## config.mk

```make
export PLATFORM = sky130hd
export DESIGN_NAME = per_event_router
export DESIGN_NICKNAME = d
export VERILOG_FILES = /design/src/rtl/per_pkg.sv /design/src/rtl/per_prescaler.sv /design/src/rtl/per_event_user.sv /design/src/rtl/per_event_router.sv
export VERILOG_INCLUDE_DIRS = /design/src /design/src/rtl
export SDC_FILE = /design/constraint.sdc
export NUM_CORES = 1
export LEC_CHECK = 0
export ABC_AREA = 1
export BUFFER_PORTS_ARGS = -buffer_cell sky130_fd_sc_hd__buf_2
export CELL_PAD_IN_SITES_DETAIL_PLACEMENT = 1
export CELL_PAD_IN_SITES_GLOBAL_PLACEMENT = 2
export CORE_AREA = 2 2 239 241
export DETAILED_ROUTE_END_ITERATION = 7
export DIE_AREA = 0 0 241 243
export PLACE_DENSITY = 0.82
export SYNTH_ARGS = -nofsm -noshare
export SYNTH_HDL_FRONTEND = slang
export SYNTH_SLANG_ARGS = --single-unit
```

## constraint.sdc

```tcl
create_clock -name pclk -period 2.47 [get_ports pclk]
set_input_delay 0.1235 -clock pclk [delete_from_list [all_inputs] [get_ports pclk]]
set_output_delay 0.1235 -clock pclk [all_outputs]
set_load 0.005 [all_outputs]
```

## src/rtl/per_cfg.svh

```systemverilog
`ifndef PER_CFG_SVH
`define PER_CFG_SVH

// sizes
`define PER_NCH 8
`define PER_NSRC 16
`define PER_NUSR 8
`define PER_PRE_W 15
`define PER_USR_W 5

// register map (byte addresses, 32-bit words)
`define PER_SEL_BLK 3'b000
`define PER_USR_BLK 3'b010
`define PER_ADDR_VALUE 8'h20
`define PER_ADDR_TRIG 8'h24
`define PER_ADDR_SEEN 8'h28

// channel_source_select encoding
`define PER_SEL_NONE 8'h00
`define PER_SEL_SRC_HI 4'h1
`define PER_SEL_PCLK_HI 4'h8

// user config fields
`define PER_USR_EN_BIT 4
`define PER_USR_MODE_BIT 3

// reset values
`define PER_RST_BYTE 8'h00
`define PER_RST_USR 5'h00

`endif

```

## src/rtl/per_pkg.sv

```systemverilog
`include "per_cfg.svh"

package per_pkg;

    typedef enum logic [1:0] {
        PER_KIND_NONE = 2'b00,
        PER_KIND_HW = 2'b01,
        PER_KIND_PCLK = 2'b10
    } per_kind_e;

    typedef enum logic {
        PER_MODE_SIG = 1'b0,
        PER_MODE_DATA = 1'b1
    } per_mode_e;

    typedef logic [7:0] per_sel_t;

    // what kind of source a select value names; anything else acts as none
    function automatic per_kind_e per_sel_kind(input per_sel_t s);
        if (s[7:4] == `PER_SEL_SRC_HI) begin
            return PER_KIND_HW;
        end else if (s[7:4] == `PER_SEL_PCLK_HI) begin
            return PER_KIND_PCLK;
        end
        return PER_KIND_NONE;
    endfunction : per_sel_kind

    // low-bit mask for a divide-by-2^e prescaler
    function automatic logic [`PER_PRE_W-1:0] per_div_mask(input logic [3:0] e);
        logic [15:0] f;
        f = 16'(16'h0001 << e) - 16'h0001;
        return f[`PER_PRE_W-1:0];
    endfunction : per_div_mask

endpackage : per_pkg

```

## src/rtl/per_prescaler.sv

```systemverilog
`timescale 1ns/1ps
`include "per_cfg.svh"

module per_prescaler
    import per_pkg::*;
(
    input wire logic pclk,
    input wire logic presetn,
    input wire logic restart,
    input wire logic [3:0] div_exp,
    output logic tick
);

    logic [`PER_PRE_W-1:0] cnt_r;
    logic [`PER_PRE_W-1:0] cnt_nxt;
    wire [`PER_PRE_W-1:0] mask = per_div_mask(div_exp);

    // tick when all counted low bits are ones: divide by 2^div_exp
    assign tick = &(cnt_r | ~mask);
    assign cnt_nxt = (restart | tick) ? '0 : cnt_r + {{(`PER_PRE_W-1){1'b0}}, 1'b1};

    // free running per channel, so each channel keeps its own phase
    always_ff @(posedge pclk or negedge presetn) begin
        if (!presetn) begin
            cnt_r <= '0;
        end else begin
            cnt_r <= cnt_nxt;
        end
    end

endmodule : per_prescaler

```

## src/rtl/per_event_user.sv

```systemverilog
`timescale 1ns/1ps
`include "per_cfg.svh"

module per_event_user
    import per_pkg::*;
(
    input wire logic pclk,
    input wire logic presetn,
    input wire logic [`PER_USR_W-1:0] cfg,
    input wire logic [`PER_NCH-1:0] ch_stb,
    input wire logic [`PER_NCH-1:0] ch_dat,
    output logic trig,
    output logic [1:0] code
);

    logic trig_nxt;
    logic [1:0] code_nxt;
    wire en = cfg[`PER_USR_EN_BIT];
    wire data_mode = (cfg[`PER_USR_MODE_BIT] == PER_MODE_DATA);
    wire [2:0] ch = cfg[2:0];
    wire s = ch_stb[ch];
    wire d = ch_dat[ch];

    // signaling users see only the strobe and never the data bit
    assign code_nxt = (en & data_mode) ? {s, d} : 2'b00;
    assign trig_nxt = en & (data_mode ? (s | d) : s);

    always_ff @(posedge pclk or negedge presetn) begin
        if (!presetn) begin
            trig <= 1'b0;
            code <= 2'b00;
        end else begin
            trig <= trig_nxt;
            code <= code_nxt;
        end
    end

endmodule : per_event_user

```

## src/rtl/per_event_router.sv

```systemverilog
// The placing of the registers and register access over APB were left to the implementer.
`timescale 1ns/1ps
`include "per_cfg.svh"

// What this block does
// - eight independent channels, each a multiplexer from sources to users
// - generator to user action in at most two clock cycles
// - fully operating in active and idle sleep modes
// - signaling events and data events carrying extra information
// - any channel to any user; signaling users ignore data bits
// - data-capable users take signaling too; mode set per user
// - per-channel prescaler from divide-by-1 to divide-by-32768
// - prescalers independent per channel; one channel feeds many users
// - value written before trigger; only trigger write starts events
// - value and trigger hold one bit per channel, bit n channel n
// - one trigger write fires all its channels in the same cycle
// - software event lasts one cycle and overrides other sources
// - trigger/value 00 none, 01 data 01, 10 data 02, 11 data 03
// - channels usable as DMA transfer triggers
// - every channel event is a one-cycle pulse unless source says otherwise
// - select zero passes no source; software events still pass
module per_event_router
    import per_pkg::*;
(
    input wire logic pclk,
    input wire logic presetn,
    input wire logic psel,
    input wire logic penable,
    input wire logic pwrite,
    input wire logic [7:0] paddr,
    input wire logic [31:0] pwdata,
    output logic [31:0] prdata,
    output logic pready,
    output logic pslverr,
    input wire logic [`PER_NSRC-1:0] src_stb,
    input wire logic [`PER_NSRC-1:0] src_dat,
    output logic [`PER_NCH-1:0] evt_stb,
    output logic [`PER_NCH-1:0] evt_dat,
    output logic [`PER_NUSR-1:0] usr_trig,
    output logic [2*`PER_NUSR-1:0] usr_code
);

    localparam int NCH = `PER_NCH;
    localparam int NUSR = `PER_NUSR;

    logic [NCH-1:0][7:0] sel_r;
    logic [NUSR-1:0][`PER_USR_W-1:0] usr_cfg_r;
    logic [7:0] sw_event_value_r;
    logic [7:0] sw_event_trigger_r;
    logic [7:0] seen_r;
    logic [7:0] seen_nxt;
    logic pready_r;
    logic pslverr_r;
    logic [31:0] prdata_r;
    logic [NCH-1:0] evt_stb_r;
    logic [NCH-1:0] evt_dat_r;
    logic [NCH-1:0] stb_nxt;
    logic [NCH-1:0] dat_nxt;
    logic [NCH-1:0] sel_wr;
    logic [NUSR-1:0] usr_wr;

    // apb phases: one wait state, write lands where pready is sampled high
    wire apb_acc = psel & penable;
    wire apb_first = apb_acc & ~pready_r;
    wire apb_done = apb_acc & pready_r;
    wire wr_done = apb_done & pwrite;
    wire [2:0] word_idx = paddr[4:2];
    wire aligned = (paddr[1:0] == 2'b00);

    // address decode
    wire hit_sel = aligned & (paddr[7:5] == `PER_SEL_BLK);
    wire hit_usr = aligned & (paddr[7:5] == `PER_USR_BLK);
    wire hit_val = (paddr == `PER_ADDR_VALUE);
    wire hit_trig = (paddr == `PER_ADDR_TRIG);
    wire hit_seen = (paddr == `PER_ADDR_SEEN);
    wire hit_any = hit_sel | hit_usr | hit_val | hit_trig | hit_seen;
    wire val_wr = wr_done & hit_val;
    wire seen_wr = wr_done & hit_seen;
    wire sw_wr = wr_done & hit_trig;
    wire [7:0] sw_bits = pwdata[7:0];

    // read mux, upper bits read zero
    wire [31:0] rd_word =
        hit_sel ? {24'h000000, sel_r[word_idx]} :
        hit_usr ? {27'h0000000, usr_cfg_r[word_idx]} :
        hit_val ? {24'h000000, sw_event_value_r} :
        hit_trig ? {24'h000000, sw_event_trigger_r} :
        hit_seen ? {24'h000000, seen_r} : 32'h00000000;

    // per-word write strobes
    always_comb begin
        for (int i = 0; i < NCH; i++) begin
            sel_wr[i] = wr_done & hit_sel & (word_idx == 3'(i));
        end
        for (int i = 0; i < NUSR; i++) begin
            usr_wr[i] = wr_done & hit_usr & (word_idx == 3'(i));
        end
    end

    // channels: no clock gating here, so idle sleep keeps routing alive
    for (genvar c = 0; c < NCH; c++) begin : g_ch
        wire [7:0] s = sel_r[c];
        wire per_kind_e kind = per_sel_kind(s);
        wire pre_tick;
        wire hw_stb;
        wire hw_dat;
        wire sw_hit;

        per_prescaler u_pre (
            .pclk(pclk),
            .presetn(presetn),
            .restart(sel_wr[c]),
            .div_exp(s[3:0]),
            .tick(pre_tick)
        );

        // reserved and zero selects both fall to no source
        assign hw_stb = (kind == PER_KIND_HW) ? src_stb[s[3:0]] :
            ((kind == PER_KIND_PCLK) & pre_tick);
        assign hw_dat = (kind == PER_KIND_HW) & src_dat[s[3:0]];
        // trigger bit n with value bit n makes the two-bit event code
        assign sw_hit = sw_wr & (sw_bits[c] | sw_event_value_r[c]);
        assign stb_nxt[c] = sw_hit ? sw_bits[c] : hw_stb;
        assign dat_nxt[c] = sw_hit ? sw_event_value_r[c] : hw_dat;
    end

    // activity flags: a new event beats a clear in the same cycle
    assign seen_nxt = (seen_r & ~(seen_wr ? pwdata[7:0] : 8'h00)) | stb_nxt | dat_nxt;

    // apb answer registers
    always_ff @(posedge pclk or negedge presetn) begin
        if (!presetn) begin
            pready_r <= 1'b0;
            pslverr_r <= 1'b0;
            prdata_r <= 32'h00000000;
        end else begin
            pready_r <= apb_first;
            pslverr_r <= apb_first & ~hit_any;
            prdata_r <= apb_first ? rd_word : 32'h00000000;
        end
    end

    // software visible registers
    always_ff @(posedge pclk or negedge presetn) begin
        if (!presetn) begin
            sel_r <= '0;
            usr_cfg_r <= '0;
            sw_event_value_r <= `PER_RST_BYTE;
            sw_event_trigger_r <= `PER_RST_BYTE;
            seen_r <= `PER_RST_BYTE;
        end else begin
            for (int i = 0; i < NCH; i++) begin
                if (sel_wr[i]) begin
                    sel_r[i] <= pwdata[7:0];
                end
            end
            for (int i = 0; i < NUSR; i++) begin
                if (usr_wr[i]) begin
                    usr_cfg_r[i] <= pwdata[`PER_USR_W-1:0];
                end
            end
            if (val_wr) begin
                sw_event_value_r <= pwdata[7:0];
            end
            if (sw_wr) begin
                sw_event_trigger_r <= sw_bits;
            end
            seen_r <= seen_nxt;
        end
    end

    // channel outputs, one cycle after the source; also the dma triggers
    always_ff @(posedge pclk or negedge presetn) begin
        if (!presetn) begin
            evt_stb_r <= '0;
            evt_dat_r <= '0;
        end else begin
            evt_stb_r <= stb_nxt;
            evt_dat_r <= dat_nxt;
        end
    end

    // users pick any channel; their flop is the second cycle of latency
    for (genvar u = 0; u < NUSR; u++) begin : g_usr
        per_event_user u_usr (
            .pclk(pclk),
            .presetn(presetn),
            .cfg(usr_cfg_r[u]),
            .ch_stb(evt_stb_r),
            .ch_dat(evt_dat_r),
            .trig(usr_trig[u]),
            .code(usr_code[2*u+1:2*u])
        );
    end

    assign prdata = prdata_r;
    assign pready = pready_r;
    assign pslverr = pslverr_r;
    assign evt_stb = evt_stb_r;
    assign evt_dat = evt_dat_r;

    wire [7:0] sel_src0 = {`PER_SEL_SRC_HI, 4'h0};
    wire [7:0] sel_pdiv1 = {`PER_SEL_PCLK_HI, 4'h0};
    wire [7:0] sel_pdiv2 = {`PER_SEL_PCLK_HI, 4'h1};
    wire [4:0] usr_data_ch0 = 5'h18;
    wire sw_t3 = sw_bits[3];
    wire sw_v3 = sw_event_value_r[3];
    wire no_wr = ~wr_done;
endmodule : per_event_router

```

==> metrics.md <==
| Metric | Value |
|---|---|
| Seq cells post-synth | `298` |
| Max Clock Freq | `442 MHz` |
| Met3 routed WL | `4690 µm` |
| Total core area | `0.0560 mm²` |
| CTS tree | `yes` |
| Crit end category | `flop` |
| Min-delay src | `paddr[6]` |
| Grt ovf | `0` |
| Drt first-iter violations | `1445` |
| IO Pins | `151` |
| Area growth syn-to-layout | `15.2%` |
| CTS Sinks | `298` |
| Pint | `8.42 mW` |
| Number of port buffers | `102` |
| NetSw | `3.08 mW` |
| Total Negative Setup Slacks | `0 ns` |
| Cell type with the highest aggregate area in the netlist | `dfrtp_1` |
| Synth Flop Type | `dfrtp_1` |
| Die area | `0.0586 mm²` |
| Most common cell in the synthesized netlist | `nand2_1` |
| Library cells used by synthesis | `52` |
| Initial Util | `34.7%` |
| Register area | `0.00746 mm²` |
| Clock latency on the worst-skew pair | `0.58 ns` |
| Root Buffer Master | `clkbuf_16` |
| Power Density | `515 mW/mm²` |
| Global placement routability congestion | `0.911` |
| Worst Tran Pin Value | `0.677 ns` |
| Flop pwr share | `43.1%` |
| Number of global-route vias before repair | `20.4k` |
| Mapped Area | `0.0194 mm²` |
| First-pass GRT wire length | `117000 µm` |
| Worst r2r src | `g_ch[5].s[1]` |
| Clock share of power | `48.5%` |
| Slew margin rel. | `54.9%` |
| Average size of a mapped cell | `7.06 µm²` |
| Combinational Power Share | `8.3%` |
| Average via count per standard cell | `5.38` |
| Antenna-violating nets left | `0` |
| Multi-input gate area | `0.0102 mm²` |
| Number of synthesized flops with an enable pin | `0` |
| Worst hold path class | `primary input to flop` |
| Vias | `19.7k` |
| H-tree Lvls | `2` |
| Worst Setup SP | `g_ch[5].s[1]` |
| Cts bufs inserted | `40` |
| Period utilization | `91.7%` |
| Final net count | `2974` |
| VDD IR-drop max | `0.514 mV` |
| Max-cap violations | `0` |
| Die height | `243 µm` |
| Ratio of cells with drive above 1 in the final layout | `13.6%` |
| # DRC | `0` |
| Async SR Flop Fraction | `100%` |
| Drt pass-1 iters | `5` |
| Final Util | `40.0%` |
| Hpwl dp | `56300 µm` |
| Max clock buf depth | `3` |
| Cell count after synthesis | `2749` |
| Final Slew Violations | `0` |
| Fin. Hold Viols | `0` |
| Metal-1 WL | `32700 µm` |
| Final wirelength | `75400 µm` |
| Seq/Total Area, Yosys | `38.4%` |
| Wirelength per Cell | `20.6 µm` |
| DR top layer | `met5` |
| Setup-failing EPs final | `0` |
| Crit path kind | `flop to flop` |
| R2R depth | `12` |
| Dominant cells by area after synthesis | `dfrtp_1 (38%), nand2_1 (14%), o21ai_0 (6.5%), nor2_1 (5.3%), a22oi_1 (5.1%)` |
| Metal2 WL | `35400 µm` |
| Post-synth top cells | `nand2_1 (744), dfrtp_1 (298), nor2_1 (276), inv_1 (253), o21ai_0 (253)` |
| Clock transition at the registers of the reported paths | `0.06 ns` |
| Initial antenna violation count | `4` |
| RSZ-0062 raised after global routing | `no` |
| DIE WIDTH | `241 µm` |
| Crit start category | `flop` |
| Worst-path fanout max | `9` |
| Clk_skew | `0.0293 ns` |
| Gr usage total | `25.8%` |
| Top cell type's share of synthesized area | `38.4%` |
| # rows | `87` |
| Yosys warns | `0` |
| Worst Hold Depth | `4` |
| Fill cells | `7076` |
| Data arrival, critical path | `2.72 ns` |
| Largest net degree at the start of global routing | `73` |
| Run status | `finished clean` |
| Final min period | `2.26 ns` |
| Worst EP required | `2.93 ns` |
| Switching part of the total | `26.8%` |
| Leakage power | `10.3 nW` |
[layout by cell type (no fill, tap or decap), types with 9 or more instances in the layout]
cell type,instances
conb_1,24
nor3_1,31
or2_2,9
o21ai_1,12
inv_1,253
nand3b_1,18
o21ai_0,253
nand3_1,145
nor2_1,275
nor3b_1,25
nand2_1,744
buf_4,104
nand2_2,9
dfrtp_1,296
nor2_2,41
xor2_1,32
a21oi_1,106
o22ai_1,57
clkinv_2,10
nand4_1,34
dlygate4sd3_1,11
inv_2,16
clkbuf_16,40
ha_1,13
buf_2,101
a22oi_1,131
xnor2_1,10
nor3_2,11
[metrics by stage]
stage | power (mW) | hold slack, ns | std cells | instance area, µm² | setup slack (ns)
2_1_floorplan | 5.57 | -0.172 | 2772 | 19500 | 0.304
4_1_cts | 11.7 | 0.0223 | 3660 | 22300 | 0.0687
5_1_grt | 11.9 | 0.0655 | 3665 | 22400 | 0.00569
6_report | 11.5 | 0.0630 | 3665 | 22400 | 0.205
3_5_place_dp | 5.98 | 0.156 | 3581 | 20900 | 0.0900
3_3_place_gp | 5.95 | 0.144 | 3581 | 20900 | 0.219
[state kept, by name, summed over array words and instances (netlist names)]
signal              count
sw_event_trigger_r      8
prdata                  8
pready                  1
sw_event_value_r        8
pslverr                 1
g_usr.u_usr.code       16
evt_stb                 8
g_ch.s                 64
evt_dat                 8
g_usr.u_usr.trig        8
usr_cfg_r              40
g_ch.u_pre.cnt_r      120
seen_r                  8
[metal layers]
layer | GRT usage [%] | up-vias
met4 | 9.22 | 2
met3 | 4.28 | 136
li1 | - | 9302
met2 | 42.6 | 557
met1 | 33.8 | 9729
met5 | 0 | -
[final timing paths]
| path | endpoint | slack [ns] |
|---|---|---|
| worst max-delay path | seen_r[5] | 0.21 |
| worst min-delay path | prdata[3] | 0.06 |
| worst max register to register | seen_r[5] | 0.21 |
| worst min register to register | g_ch[0].u_pre.cnt_r[0] | 0.48 |
| max in group asynchronous | g_usr[3].u_usr.trig | 1.49 |
| min in group asynchronous | g_usr[0].u_usr.code[0] | 0.11 |
[power groups by stage]
| stage | registers (mW) | logic (mW) | clock network (mW) |
|---|---|---|---|
| 3_5_place_dp | 5.05 | 0.930 | 0 |
| 4_1_cts | 4.96 | 0.947 | 5.76 |
| 6_report | 4.96 | 0.958 | 5.58 |
| 3_3_place_gp | 5.04 | 0.909 | 0 |
| 5_1_grt | 4.96 | 1.05 | 5.91 |
| 2_1_floorplan | 5.03 | 0.537 | 0 |
[worst max-delay path, stage by stage, from the launching register on]
cell and delay, ns:
dfrtp_1 0.47, buf_4 0.21, inv_1 0.17, nor2_2 0.11, buf_4 0.19, a22oi_1 0.17, nand2_1 0.09, nand2_1 0.06
nand2_1 0.05, o21ai_1 0.23, nand2_1 0.18, nor2_1 0.13, nand3_1 0.09
[cell families (layout without fill, tap and decap cells)]
| family | Yosys count | count (layout) | synth area share, % |
|---|---|---|---|
| xor gates and xnor gates | 42 | 42 | 1.90 |
| other | 1 | 26 | 0.0193 |
| and+or+nand+nor | 1367 | 1367 | 30.8 |
| DFF | 298 | 298 | 38.4 |
| adders and majority gates | 16 | 16 | 1.03 |
| AOI/OAI and AO/OA | 599 | 599 | 18.1 |
| buffers and inverters | 426 | 561 | 9.73 |
[cell type report]
type                    count  share of cell area (%)
multi-input cells        2048                    45.6
flip-flops and latches    298                    33.4
repair buffers            221                    6.67
clock buffers              53                    4.96
inverters                 272                    4.58
well taps                 756                    4.23
clock inverters            15                   0.549
diodes                      2                  0.0224
[timing repair]
item                                    CTS  global route
setup buffers                             0             3
hold buffers                             11             0
hold endpoints to repair                 92             0
resized for setup                         0            15
endpoints found under the setup margin    0            67
No activity file was read; power rests on OpenSTA's default activity.
